## src/logic/nie_regs.vh

```
// Register offsets, field positions and reset values of the enable bank
`ifndef NIE_REGS_VH
`define NIE_REGS_VH

// Enable set register, 16 bits, printed offset is a byte address
`define NIE_SET_OFFSET      8'h0E
`define NIE_SET_RESET       16'h0000
`define NIE_SET_MASK        16'h07FF
// Clear register and flag register (not printed)
`define NIE_CLR_OFFSET      8'h0C
`define NIE_FLAG_OFFSET     8'h10
// Protection control register (not printed)
`define NIE_PROT_OFFSET     8'h14
`define NIE_NUM_EVENTS      11

// Field positions
`define NIE_BIT_DONE        0
`define NIE_BIT_ADDRESS     1
`define NIE_BIT_PROGRAM     2
`define NIE_BIT_LOCK        3
`define NIE_BIT_ECC_SINGLE  4
`define NIE_BIT_ECC_DUAL    5
`define NIE_BIT_MEM_ERR     6
`define NIE_BIT_SUSPENDED   7
`define NIE_BIT_SEE_FULL    8
`define NIE_BIT_SEE_OVF     9
`define NIE_BIT_SEE_WRC     10

// AXI responses
`define NIE_RESP_OKAY       2'h0
`define NIE_RESP_SLVERR     2'h2

`endif

```

## src/logic/nie_lane_merge.v

```verilog
// Byte-lane merge of a 16-bit half-word register
`timescale 1ns/1ps
`default_nettype none

module nie_lane_merge #(
	parameter W = 16
) (
	input  wire [W-1:0]   old_val,
	input  wire [W-1:0]   new_val,
	input  wire [W/8-1:0] strb,
	output wire [W-1:0]   merged
);

	genvar i;
	generate
		for (i = 0; i < W/8; i = i + 1) begin : g_lane
			assign merged[i*8 +: 8] = strb[i] ? new_val[i*8 +: 8] :
				old_val[i*8 +: 8];
		end
	endgenerate

endmodule

`default_nettype wire

```

## src/logic/nie_enable_bank.v

```verilog
// Interrupt enable bank of the flash controller with an AXI4-Lite slave
//
// Decided for this implementation: the AXI4-Lite slave port.
`timescale 1ns/1ps
`default_nettype none
`include "nie_regs.vh"

module nie_enable_bank #(
	parameter N = `NIE_NUM_EVENTS
) (
	input  wire        aclk,
	input  wire        aresetn,
	input  wire [7:0]  s_axi_awaddr,
	input  wire        s_axi_awvalid,
	output wire        s_axi_awready,
	input  wire [31:0] s_axi_wdata,
	input  wire [3:0]  s_axi_wstrb,
	input  wire        s_axi_wvalid,
	output wire        s_axi_wready,
	output reg  [1:0]  s_axi_bresp,
	output reg         s_axi_bvalid,
	input  wire        s_axi_bready,
	input  wire [7:0]  s_axi_araddr,
	input  wire        s_axi_arvalid,
	output wire        s_axi_arready,
	output reg  [31:0] s_axi_rdata,
	output reg  [1:0]  s_axi_rresp,
	output reg         s_axi_rvalid,
	input  wire        s_axi_rready,
	input  wire        prot_lock_in,
	input  wire [N-1:0] event_pulse,
	output wire [N-1:0] irq_enable,
	output reg         irq
);

	// ------------------------------------------------------------
	// Storage
	// ------------------------------------------------------------
	reg  [15:0]  enable_ff;
	reg  [15:0]  flag_ff;
	reg          prot_ff;
	reg  [7:0]   awaddr_ff;
	reg  [31:0]  wdata_ff;
	reg  [3:0]   wstrb_ff;
	reg          aw_have_ff;
	reg          w_have_ff;

	wire         protected_now;
	wire [15:0]  mask;
	wire [15:0]  wr_half;
	wire [1:0]   wr_strb;
	wire [15:0]  set_vec;
	wire [15:0]  wr_merged;
	wire         do_write;

	assign mask          = `NIE_SET_MASK;
	assign protected_now = prot_ff | prot_lock_in;
	assign irq_enable    = enable_ff[N-1:0];

	// 32-bit word address holding a 16-bit register at either half
	function [7:0] word_of;
		input [7:0] a;
		begin
			word_of = {a[7:2], 2'b00};
		end
	endfunction

	function hit;
		input [7:0] a;
		input [7:0] reg_off;
		begin
			hit = (word_of(a) == word_of(reg_off));
		end
	endfunction

	// ------------------------------------------------------------
	// Write channel
	// ------------------------------------------------------------
	assign s_axi_awready = ~aw_have_ff & ~s_axi_bvalid;
	assign s_axi_wready  = ~w_have_ff & ~s_axi_bvalid;
	assign do_write      = aw_have_ff & w_have_ff & ~s_axi_bvalid;

	// Half select follows bit 1 of the register offset
	assign wr_half = (awaddr_ff[1]) ? wdata_ff[31:16] : wdata_ff[15:0];
	assign wr_strb = (awaddr_ff[1]) ? wstrb_ff[3:2] : wstrb_ff[1:0];

	nie_lane_merge #(
		.W (16)
	) u_merge (
		.old_val (16'h0000),
		.new_val (wr_half),
		.strb    (wr_strb),
		.merged  (wr_merged)
	);

	assign set_vec = wr_merged & mask;

	function reg_half_ok;
		input [7:0] a;
		input [7:0] reg_off;
		begin
			reg_half_ok = hit(a, reg_off) && (a[1] == reg_off[1]);
		end
	endfunction

	always @(posedge aclk) begin
		if (!aresetn) begin
			aw_have_ff   <= 1'b0;
			w_have_ff    <= 1'b0;
			awaddr_ff    <= 8'h00;
			wdata_ff     <= 32'h0000_0000;
			wstrb_ff     <= 4'h0;
			s_axi_bvalid <= 1'b0;
			s_axi_bresp  <= `NIE_RESP_OKAY;
		end else begin
			if (s_axi_awvalid && s_axi_awready) begin
				aw_have_ff <= 1'b1;
				awaddr_ff  <= s_axi_awaddr;
			end
			if (s_axi_wvalid && s_axi_wready) begin
				w_have_ff <= 1'b1;
				wdata_ff  <= s_axi_wdata;
				wstrb_ff  <= s_axi_wstrb;
			end
			if (do_write) begin
				aw_have_ff   <= 1'b0;
				w_have_ff    <= 1'b0;
				s_axi_bvalid <= 1'b1;
				if (reg_half_ok(awaddr_ff, `NIE_SET_OFFSET) ||
					reg_half_ok(awaddr_ff, `NIE_CLR_OFFSET) ||
					reg_half_ok(awaddr_ff, `NIE_FLAG_OFFSET) ||
					reg_half_ok(awaddr_ff, `NIE_PROT_OFFSET))
					s_axi_bresp <= `NIE_RESP_OKAY;
				else
					s_axi_bresp <= `NIE_RESP_SLVERR;
			end else if (s_axi_bvalid && s_axi_bready) begin
				s_axi_bvalid <= 1'b0;
			end
		end
	end

	// ------------------------------------------------------------
	// Enable, flag and protection registers
	// ------------------------------------------------------------
	always @(posedge aclk) begin
		if (!aresetn) begin
			enable_ff <= `NIE_SET_RESET;
			prot_ff   <= 1'b0;
		end else if (do_write && !protected_now) begin
			if (reg_half_ok(awaddr_ff, `NIE_SET_OFFSET))
				enable_ff <= enable_ff | set_vec;
			else if (reg_half_ok(awaddr_ff, `NIE_CLR_OFFSET))
				enable_ff <= enable_ff & ~set_vec;
			else if (reg_half_ok(awaddr_ff, `NIE_PROT_OFFSET) && wr_strb[0])
				prot_ff <= wr_half[0];
		end
	end

	// Event set wins over a software clear in the same cycle
	always @(posedge aclk) begin
		if (!aresetn) begin
			flag_ff <= 16'h0000;
		end else if (do_write &&
			reg_half_ok(awaddr_ff, `NIE_FLAG_OFFSET)) begin
			flag_ff <= ((flag_ff & ~set_vec) |
				{{(16-N){1'b0}}, event_pulse}) & mask;
		end else begin
			flag_ff <= (flag_ff | {{(16-N){1'b0}}, event_pulse}) & mask;
		end
	end

	always @(posedge aclk) begin
		if (!aresetn)
			irq <= 1'b0;
		else
			irq <= |(flag_ff & enable_ff);
	end

	// ------------------------------------------------------------
	// Read channel
	// ------------------------------------------------------------
	reg [15:0] rd_half;
	reg        rd_ok;

	assign s_axi_arready = ~s_axi_rvalid;

	always @* begin
		rd_half = 16'h0000;
		rd_ok   = 1'b1;
		if (reg_half_ok(s_axi_araddr, `NIE_SET_OFFSET) ||
			reg_half_ok(s_axi_araddr, `NIE_CLR_OFFSET))
			rd_half = enable_ff & mask;
		else if (reg_half_ok(s_axi_araddr, `NIE_FLAG_OFFSET))
			rd_half = flag_ff;
		else if (reg_half_ok(s_axi_araddr, `NIE_PROT_OFFSET))
			rd_half = {15'h0000, protected_now};
		else
			rd_ok = 1'b0;
	end

	always @(posedge aclk) begin
		if (!aresetn) begin
			s_axi_rvalid <= 1'b0;
			s_axi_rdata  <= 32'h0000_0000;
			s_axi_rresp  <= `NIE_RESP_OKAY;
		end else if (s_axi_arvalid && s_axi_arready) begin
			s_axi_rvalid <= 1'b1;
			s_axi_rdata  <= s_axi_araddr[1] ? {rd_half, 16'h0000} :
				{16'h0000, rd_half};
			s_axi_rresp  <= rd_ok ? `NIE_RESP_OKAY : `NIE_RESP_SLVERR;
		end else if (s_axi_rvalid && s_axi_rready) begin
			s_axi_rvalid <= 1'b0;
		end
	end

endmodule

`default_nettype wire

```

## config.mk

```make
export PLATFORM = sky130hd
export DESIGN_NAME = nie_enable_bank
export DESIGN_NICKNAME = d
export VERILOG_FILES = /design/src/logic/nie_lane_merge.v /design/src/logic/nie_enable_bank.v
export VERILOG_INCLUDE_DIRS = /design/src /design/src/logic
export SDC_FILE = /design/constraint.sdc
export NUM_CORES = 1
export LEC_CHECK = 0
export ABC_AREA = 1
export CAP_MARGIN = 20
export CORE_UTILIZATION = 45
export CTS_CLUSTER_DIAMETER = 60
export DETAILED_ROUTE_END_ITERATION = 12
export DONT_BUFFER_PORTS = 1
export GPL_TIMING_DRIVEN = 0
export SYNTH_ARGS = -nofsm -noshare
export SYNTH_HDL_FRONTEND = slang
export SYNTH_SLANG_ARGS = --single-unit
```

## constraint.sdc

```tcl
create_clock -name aclk -period 1.2 [get_ports aclk]
set_clock_uncertainty 0.05 [all_clocks]
set_input_delay 0.18 -clock aclk [delete_from_list [all_inputs] [get_ports aclk]]
set_output_delay 0.18 -clock aclk [all_outputs]
set_load 0.01 [all_outputs]
```

Word level (Yosys, flattened, before mapping)
Cells that the tools add are included.
{"block": "totals", "in_bits": 71, "elab_cells": 89, "regBits": 108, "out_inout_bits": 53}
{"block": "classes", "bitwise_logic": 21, "eq_ne": 6, "n_reduce_logical": 28, "mux": 20}
{"operator": "$mux 16", "count": 3}
{"operator": "$mux 11", "count": 3}
{"operator": "$mux 32", "count": 1}
{"operator": "$eq 6x3->1 const B", "count": 4}
{"operator": "$or 11x11->11", "count": 2}
{"operator": "$and 11x16->16", "count": 1}
{"operator": "$and 16x16->16", "count": 1}
{"operator": "$logic_and 1x1->1", "count": 16}
{"operator": "$not 11->16", "count": 1}
{"operator": "$or 16x11->16", "count": 1}
{"operator": "$reduce_or 16->1", "count": 1}
{"operator": "$eq 6x2->1 const B", "count": 2}
{"operator": "$and 11x11->11", "count": 1}
{"operator": "$not 1->1", "count": 9}
{"operator": "$mux 1", "count": 8}
{"operator": "$mux 8", "count": 1}
{"operator": "$mux 2", "count": 3}
{"operator": "$reduce_bool 2->1", "count": 3}
{"operator": "$and 1x1->1", "count": 4}
{"operator": "$logic_or 1x1->1", "count": 4}
{"operator": "$reduce_and 4->1", "count": 1}
{"operator": "$mux 3", "count": 1}
{"operator": "$reduce_and 2->1", "count": 1}
{"operator": "$reduce_or 2->1", "count": 1}
{"operator": "other kinds (2)", "count": 2}

Longest topological paths before layout
Gate-level depths: netlist of the first run.
{"block": "logic_depth", "ltp_word": 6, "mapped_depth": 9, "depth_no_buf": 9}

Cells and area by module
From an unflattened synthesis of the first run, not the netlist that was laid out.
{"block": "hier_totals", "cells_unflattened": 646, "hier_area_um2": 4326.6}
{"module": "nie_enable_bank", "seq_area_each_um2": 1901.8, "cells_each": 594, "area_per_inst_um2": 4116.4, "instances": 1}
{"module": "nie_lane_merge", "seq_area_each_um2": 0.0, "cells_each": 52, "area_per_inst_um2": 210.2, "instances": 1}

Least setup slack after synthesis of the first run
No wires, ideal clock.
{"block": "synth_timing", "kind": "register to register", "start": "reg s_axi_bvalid", "end": "reg with a tool-made name", "arrival_time_ns": 1.127, "setup_time_ns": 0.115, "path_slack_ns": -0.092, "path_buffers": 1, "required_time_ns": 1.035, "synth_period_minus_slack_ns": 1.292, "path_stages_with_launch": 8, "path_cell_list": "dfxtp_1 nor2_2 nand2_2 nor3_4 buf_6 nand3_1 nand2_1 nor2_1"}
{"element": "start: declaration", "line_no": "nie_enable_bank.v:21", "source": "output reg s_axi_bvalid,"}
{"element": "start signal: assignment", "line_no": "nie_enable_bank.v:113", "source": "s_axi_bvalid <= 1'b0;"}
{"element": "start signal: assignment", "line_no": "nie_enable_bank.v:128", "source": "s_axi_bvalid <= 1'b1;"}
{"element": "start signal: assignment", "line_no": "nie_enable_bank.v:137", "source": "s_axi_bvalid <= 1'b0;"}

Final worst setup path of the first run
{"block": "layout_timing", "start": "reg awaddr_ff[7]", "end": "reg flag_ff[9]"}
{"block": "layout_between", "elab_chain_cells": 4}
{"element": "start: declaration", "line_no": "nie_enable_bank.v:42", "source": "reg [7:0] awaddr_ff;"}
{"element": "start signal: assignment", "line_no": "nie_enable_bank.v:118", "source": "awaddr_ff <= s_axi_awaddr;"}
{"element": "$eq 6x3->1", "line_no": "nie_enable_bank.v:72", "source": "hit = (word_of(a) == word_of(reg_off));"}
{"element": "$logic_and 1x1->1", "line_no": "nie_enable_bank.v:102", "source": "reg_half_ok = hit(a, reg_off) && (a[1] == reg_off[1]);"}
{"element": "$logic_and 1x1->1", "line_no": "nie_enable_bank.v:163", "source": "end else if (do_write &&"}
{"element": "$mux 11", "line_no": "nie_enable_bank.v:163"}
{"element": "end signal: assignment", "line_no": "nie_enable_bank.v:165", "source": "flag_ff <= ((flag_ff & ~set_vec) |"}
{"element": "end signal: assignment", "line_no": "nie_enable_bank.v:168", "source": "flag_ff <= (flag_ff | {{(16-N){1'b0}}, event_pulse}) & mask;"}
{"element": "end: declaration", "line_no": "nie_enable_bank.v:40", "source": "reg [15:0] flag_ff;"}
No other way between the ends.
A chain may end at the register's enable or synchronous reset.

==> impl_metrics.py, run 1 <==
metrics = {
    "floorplan": {
        "die_h_um": 93.7,
        "dieArea_um2": 8790,
        "ioPinCount": 124,
        "start_util": 0.463,
        "coreArea_um2": 8180,
        "row_count": 33,
        "die_width_um": 93.7,
    },
    "global_route": {
        "grt_pass1_vias": 3497,
        "grt_antenna_before_repair": 0,
        "grtUsageTotal": 0.245,
        "overflow": 0,
        "grt_max_degree": 16,
        "grt_pass1_wl_mm": 16.5,
        "use_met3": 0.0469,
        "grt_most_used_layer": "met2",
        "use_met2": 0.415,
        "use_met1": 0.301,
    },
    "drt": {
        "drtAntennaViolNets": 0,
        "routed_wl_mm": 10.6,
        "viasPerCell": 5.05,
        "drt_iter0_drc": 137,
        "num_vias": 3681,
        "dr.pass1.iters": 4,
        "wl_per_cell_um": 14.5,
        "drc": 0,
    },
    "sta": {
        "drv_slew": 0,
        "setup_viol": 51,
        "fmaxAchievable_mhz": 711,
        "worst_pin_slew_ps": 616,
        "rsz0062_at_grt": "true",
        "period_share": 1.17,
        "slew_headroom": 0.589,
        "fin_crit_ps": 1410,
        "setup_ws_ps": -206,
        "whs_ps": 65.9,
        "hold_viol": 0,
    },
    "clocking": {
        "cts_tree": "built",
        "cts-htree-levels": 3,
        "cts_buffer_depth": 2,
        "clk_pin_slew_ps": 90,
        "cts_root_buffer": "clkbuf_8",
        "clock_sinks": 85,
        "cts_buffers": 9,
        "clk_latency_ps": 360,
    },
    "power": {
        "comb_power_share": 0.150,
        "power_density_nw_per_um2": 1290,
        "internal_power_w": 0.00485,
        "p_switching_w": 0.00179,
        "peakVddDrop_uv": 726,
        "finalPower_w": 0.00664,
        "seq_power_share": 0.465,
        "clkPwrFrac": 0.384,
        "p_sw_frac": 0.269,
        "power.leakage_nw": 2.15,
    },
    "run": {
        "max-cap-violations": 0,
    },
    "synth": {
        "ys_ff_latch": 85,
        "ys_types": 26,
        "syn_inst": 541,
        "ys_seq_area_frac": 0.449,
        "ys_warn_count": 0,
        "ys_top_cells_by_area": "dfxtp_1, nand2_1, a21oi_1",
        "avgSynthCellArea_um2": 7.00,
        "syn-cell-area_um2": 3790,
        "yosysTopAreaCell": "dfxtp_1",
        "synth.top_cell.area_share": 0.449,
    },
    "worst_setup_path": {
        "startpoint_type": "register",
        "worstPathArrival_ps": 1590,
        "crit_path_end_kind": "register",
        "path_max_fanout": 5,
        "worstSetupPathType": "reg -> reg",
        "cpMaxStageDelayCell": "dfxtp_2",
        "crit_chain": "nor2_4, nand3_2, nor3_4, buf_6, nand3_2, nand2_2, a21oi_2",
        "cp_slowest_stage_delay_ps": 340,
        "crit_top_cell": "nand3_2",
        "critPathRequiredTime_ps": 1380,
    },
    "placement": {
        "dpl.hpwl_mm": 7.18,
        "finalWeightedCongestion": 0.869,
        "dp.cells": 657,
        "dpl_worst_slack_ps": -308,
        "numPortBuffers": 0,
    },
    "cells_and_area": {
        "layout_commonest_cell": "nand2_1",
        "fill_cells": 790,
        "drive_above_1_share": 0.228,
        "final_nets": 690,
        "fin_util": 0.628,
        "syn_to_final_growth_pct": 35.5,
        "antenna_cells": 0,
        "final_cell_mix": "nand2_1, dfxtp_1, a21oi_1",
        "instances_no_fill": 729,
    },
    "status": {
        "outcome": "complete, but fails checks",
        "violations": "negative setup slack",
    },
    "min_path": {
        "min_path_type": "in -> reg",
    },
}
power by group through the flow:
| stage | Sequential, W | Clock [W] | Combinational (W) |
|---|---|---|---|
| floorplan | 0.00311 | 0 | 0.000557 |
| global placement | 0.00313 | 0 | 0.000695 |
| finish | 0.00309 | 0.00255 | 0.000999 |
| detailed placement | 0.00313 | 0 | 0.000705 |
| global route | 0.00311 | 0.00268 | 0.00111 |
| CTS | 0.00308 | 0.00260 | 0.000904 |
cell usage after synthesis, drive strengths merged:
cell type / number
nand4: 2
nand3: 50
buf: 27
a21oi: 70
or2: 2
conb: 1
inv: 58
a22o: 1
dfxtp: 85
nor3: 3
a221oi: 2
nand2: 123
o21ai: 46
clkbuf: 14
nor2: 57
worst max-delay path, delay by kind of cell (launching register included):
kind | cells | cell delay, ps
AOI/OAI and AO/OA | 1 | 50
buffers and inverters | 1 | 190
DFF | 1 | 340
and+or+nand+nor | 5 | 640
kinds of logic after synthesis:
kind of cell | synth area share
buffers and inverters | 0.122
and+or+nand+nor | 0.267
other | 0.000990
AOI/OAI and AO/OA | 0.160
DFF | 0.449
final cells by class:
type | instances | area (um^2) | share of cell area
buffer | 40 | 277 | 0.0539
clock buffer | 10 | 138 | 0.0268
clock inverter | 6 | 118 | 0.0229
inverter | 58 | 225 | 0.0439
multi-input combinational | 368 | 1960 | 0.382
sequential | 85 | 1720 | 0.334
tap | 105 | 131 | 0.0256
timing repair buffer | 57 | 567 | 0.110
final timing paths:
| check | from | endpoint | slack, ps | cells past startpoint |
|---|---|---|---|---|
| setup / recovery | awaddr_ff[7] | flag_ff[9] | -210 | 7 |
| hold / removal | s_axi_awvalid | awaddr_ff[5] | 70 | 3 |
| setup reg to reg | awaddr_ff[7] | flag_ff[9] | -210 | 7 |
| hold reg to reg | wdata_ff[16] | wdata_ff[16] | 400 | 2 |
layer usage:
layer,vias to the layer above,part of all wire
met1,1683,0.42
li1,1873,-
met4,0,0.012
met5,-,0
met3,13,0.062
met2,112,0.50
what timing repair did:
item                                    in CTS  in global routing
buffers inserted                             4                  2
gates cloned                                 3                  0
gates resized for setup                     56                 66
endpoints found under the hold margin       47                  1
pin swaps                                    5                 13
endpoints found under the setup margin      81                 81
hold buffers                                47                  1
metrics by stage:
stage / area [um^2] / setup TNS, ps
5_1_grt: 5130 / -10090
3_3_place_gp: 4000 / -15560
3_5_place_dp: 4000 / -15970
6_report: 5130 / -5950
4_1_cts: 4900 / -5900
2_1_floorplan: 3870 / -1730
(Power assumes the default switching activity.)
==> run 2: changes to the inputs <==
- SETUP_SLACK_MARGIN: default -> 0.1
- SLEW_MARGIN: default -> 15
==> run 2 against run 1 <==
Against the previous run: the run still ends with negative setup slack left; final cell count rose by 2.3%; sequential power barely moved; global-route usage rose by 0.99 points; combinational power rose by 30%; largest power group unchanged; highest routed layer unchanged.
==> impl_metrics.py, run 2 (same netlist as run 1, synthesis figures left out) <==
metrics = {
    "clocking": {
        "clk_latency_ps": 370,
        "cts_buffer_depth": 2,
        "clk_pin_slew_ps": 90,
        "cts-htree-levels": 3,
        "cts_tree": "built",
        "cts_root_buffer": "clkbuf_8",
        "cts_buffers": 9,
        "clock_sinks": 85,
    },
    "status": {
        "outcome": "complete, but fails checks",
        "violations": "negative setup slack",
    },
    "min_path": {
        "hold_end": "aw_have_ff",
        "min_path_type": "in -> reg",
        "hold_start": "s_axi_awvalid",
        "min_path_cells": 4,
    },
    "worst_setup_path": {
        "rr_startpoint": "awaddr_ff[7]",
        "critPathRequiredTime_ps": 1450,
        "rrSetupSlack_ps": -200,
        "path_max_fanout": 5,
        "startpoint_type": "register",
        "worstSetupStartpoint": "awaddr_ff[7]",
        "crit_path_end_kind": "register",
        "worstPathArrival_ps": 1650,
        "rr_worst_depth": 7,
        "worstSetupPathType": "reg -> reg",
    },
    "sta": {
        "worst_pin_slew_ps": 795,
        "hold_viol": 0,
        "setup_ws_ps": -202,
        "slew_headroom": 0.470,
        "fin_crit_ps": 1400,
        "fmaxAchievable_mhz": 713,
        "period_share": 1.17,
        "drv_slew": 0,
        "setup_viol": 46,
        "rsz0062_at_grt": "true",
    },
    "global_route": {
        "grtUsageTotal": 0.254,
        "grt_antenna_before_repair": 0,
        "grt_max_degree": 16,
        "use_met3": 0.0639,
        "overflow": 0,
        "grt_pass1_wl_mm": 17.1,
        "use_met1": 0.306,
        "grt_most_used_layer": "met2",
        "grt_pass1_vias": 3497,
        "use_met2": 0.444,
    },
    "floorplan": {
        "coreArea_um2": 8180,
        "start_util": 0.463,
        "dieArea_um2": 8790,
        "ioPinCount": 124,
        "die_h_um": 93.7,
        "row_count": 33,
        "die_width_um": 93.7,
    },
    "cells_and_area": {
        "final_cell_mix": "nand2_1, dfxtp_1, nor2_1",
        "final_nets": 707,
        "antenna_cells": 0,
        "layout_commonest_cell": "nand2_1",
        "instances_no_fill": 746,
        "fin_util": 0.693,
        "drive_above_1_share": 0.367,
        "fin_area_um2": 5660,
        "syn_to_final_growth_pct": 49.5,
    },
    "drt": {
        "drtAntennaViolNets": 0,
        "viasPerCell": 5.17,
        "num_vias": 3858,
        "drc": 0,
        "routed_wl_mm": 11.4,
        "dr.pass1.iters": 5,
        "wl_per_cell_um": 15.3,
        "drt_iter0_drc": 101,
    },
    "power": {
        "peakVddDrop_uv": 773,
        "seq_power_share": 0.475,
        "p_switching_w": 0.00195,
        "comb_power_share": 0.201,
        "internal_power_w": 0.00454,
        "power_density_nw_per_um2": 1140,
        "power.leakage_nw": 2.35,
        "clkPwrFrac": 0.324,
        "p_sw_frac": 0.300,
    },
    "placement": {
        "place_area_um2": 4020,
        "finalWeightedCongestion": 0.866,
        "dpl.hpwl_mm": 7.19,
        "numPortBuffers": 0,
        "dp.cells": 657,
    },
    "run": {
        "max-cap-violations": 0,
    },
}
-- run 2: changes by cell type in the layout (fill, tap and decap cells not counted), moves of 5 or more --
cell	before	now
o21ai_2	0	29
a21oi_1	55	34
a21oi_2	15	36
o21ai_0	30	9
buf_6	11	24
o21ai_1	16	4
nand3_1	31	21
nand3_2	18	27
buf_8	0	6
nand2_4	3	9
dfxtp_1	79	74
-- run 2: cell type report --
| type | count | area, um^2 |
|---|---|---|
| buffer | 41 | 370 |
| sequential | 85 | 1730 |
| tap | 105 | 131 |
| multi-input combinational | 368 | 2260 |
| inverter | 58 | 228 |
| clock buffer | 10 | 128 |
| clock inverter | 6 | 71.3 |
| fill | 642 | 2510 |
| timing repair buffer | 73 | 747 |
-- run 2: worst max-delay path, cell delays in order (launching register included) --
cell and delay (ps):
dfxtp_2 340, nor2_4 120, nand4_1 170, nor3_4 230, buf_6 150, buf_6 120, a21oi_1 60, nor2_1 90
-- run 2: power groups by stage --
| stage | registers (W) | logic [W] | clock network [W] |
|---|---|---|---|
| floorplan | 0.00311 | 0.000569 | 0 |
| global placement | 0.00313 | 0.000708 | 0 |
| detailed placement | 0.00313 | 0.000718 | 0 |
| CTS | 0.00307 | 0.00108 | 0.00210 |
| global route | 0.00309 | 0.00142 | 0.00226 |
| finish | 0.00308 | 0.00130 | 0.00210 |
-- run 2: through the flow --
step	setup slack [ps]	power, W	hold WS (ps)	TNS [ps]
5_1_grt	-274	0.00678	78.0	-7980
3_5_place_dp	-325	0.00385	269	-14810
2_1_floorplan	-63.7	0.00367	264	-1730
4_1_cts	-198	0.00625	32.4	-3860
6_report	-202	0.00648	34.9	-4510
3_3_place_gp	-322	0.00383	269	-13950
-- run 2: timing repair --
item	in CTS	in global routing
gates cloned	6	3
setup buffers	11	6
endpoints found under the setup margin	84	85
gates resized for setup	140	115
pin swaps	30	30
hold buffers	47	0
endpoints found under the hold margin	47	0
-- run 2: worst max-delay path by stage --
stage                       end  depth (start not counted)
global placement    wdata_ff[6]                          5
CTS                  flag_ff[9]                          8
floorplan              register                          8
finish                 register                          7
global route         flag_ff[9]                          7
detailed placement  wdata_ff[6]                          5
-- run 2: routing by layer --
| layer | wire [um] | share of wire |
|---|---|---|
| met1 | 4590 | 0.40 |
| met4 | 210 | 0.018 |
| met3 | 673 | 0.059 |
| met2 | 5930 | 0.52 |
| met5 | 0 | 0 |
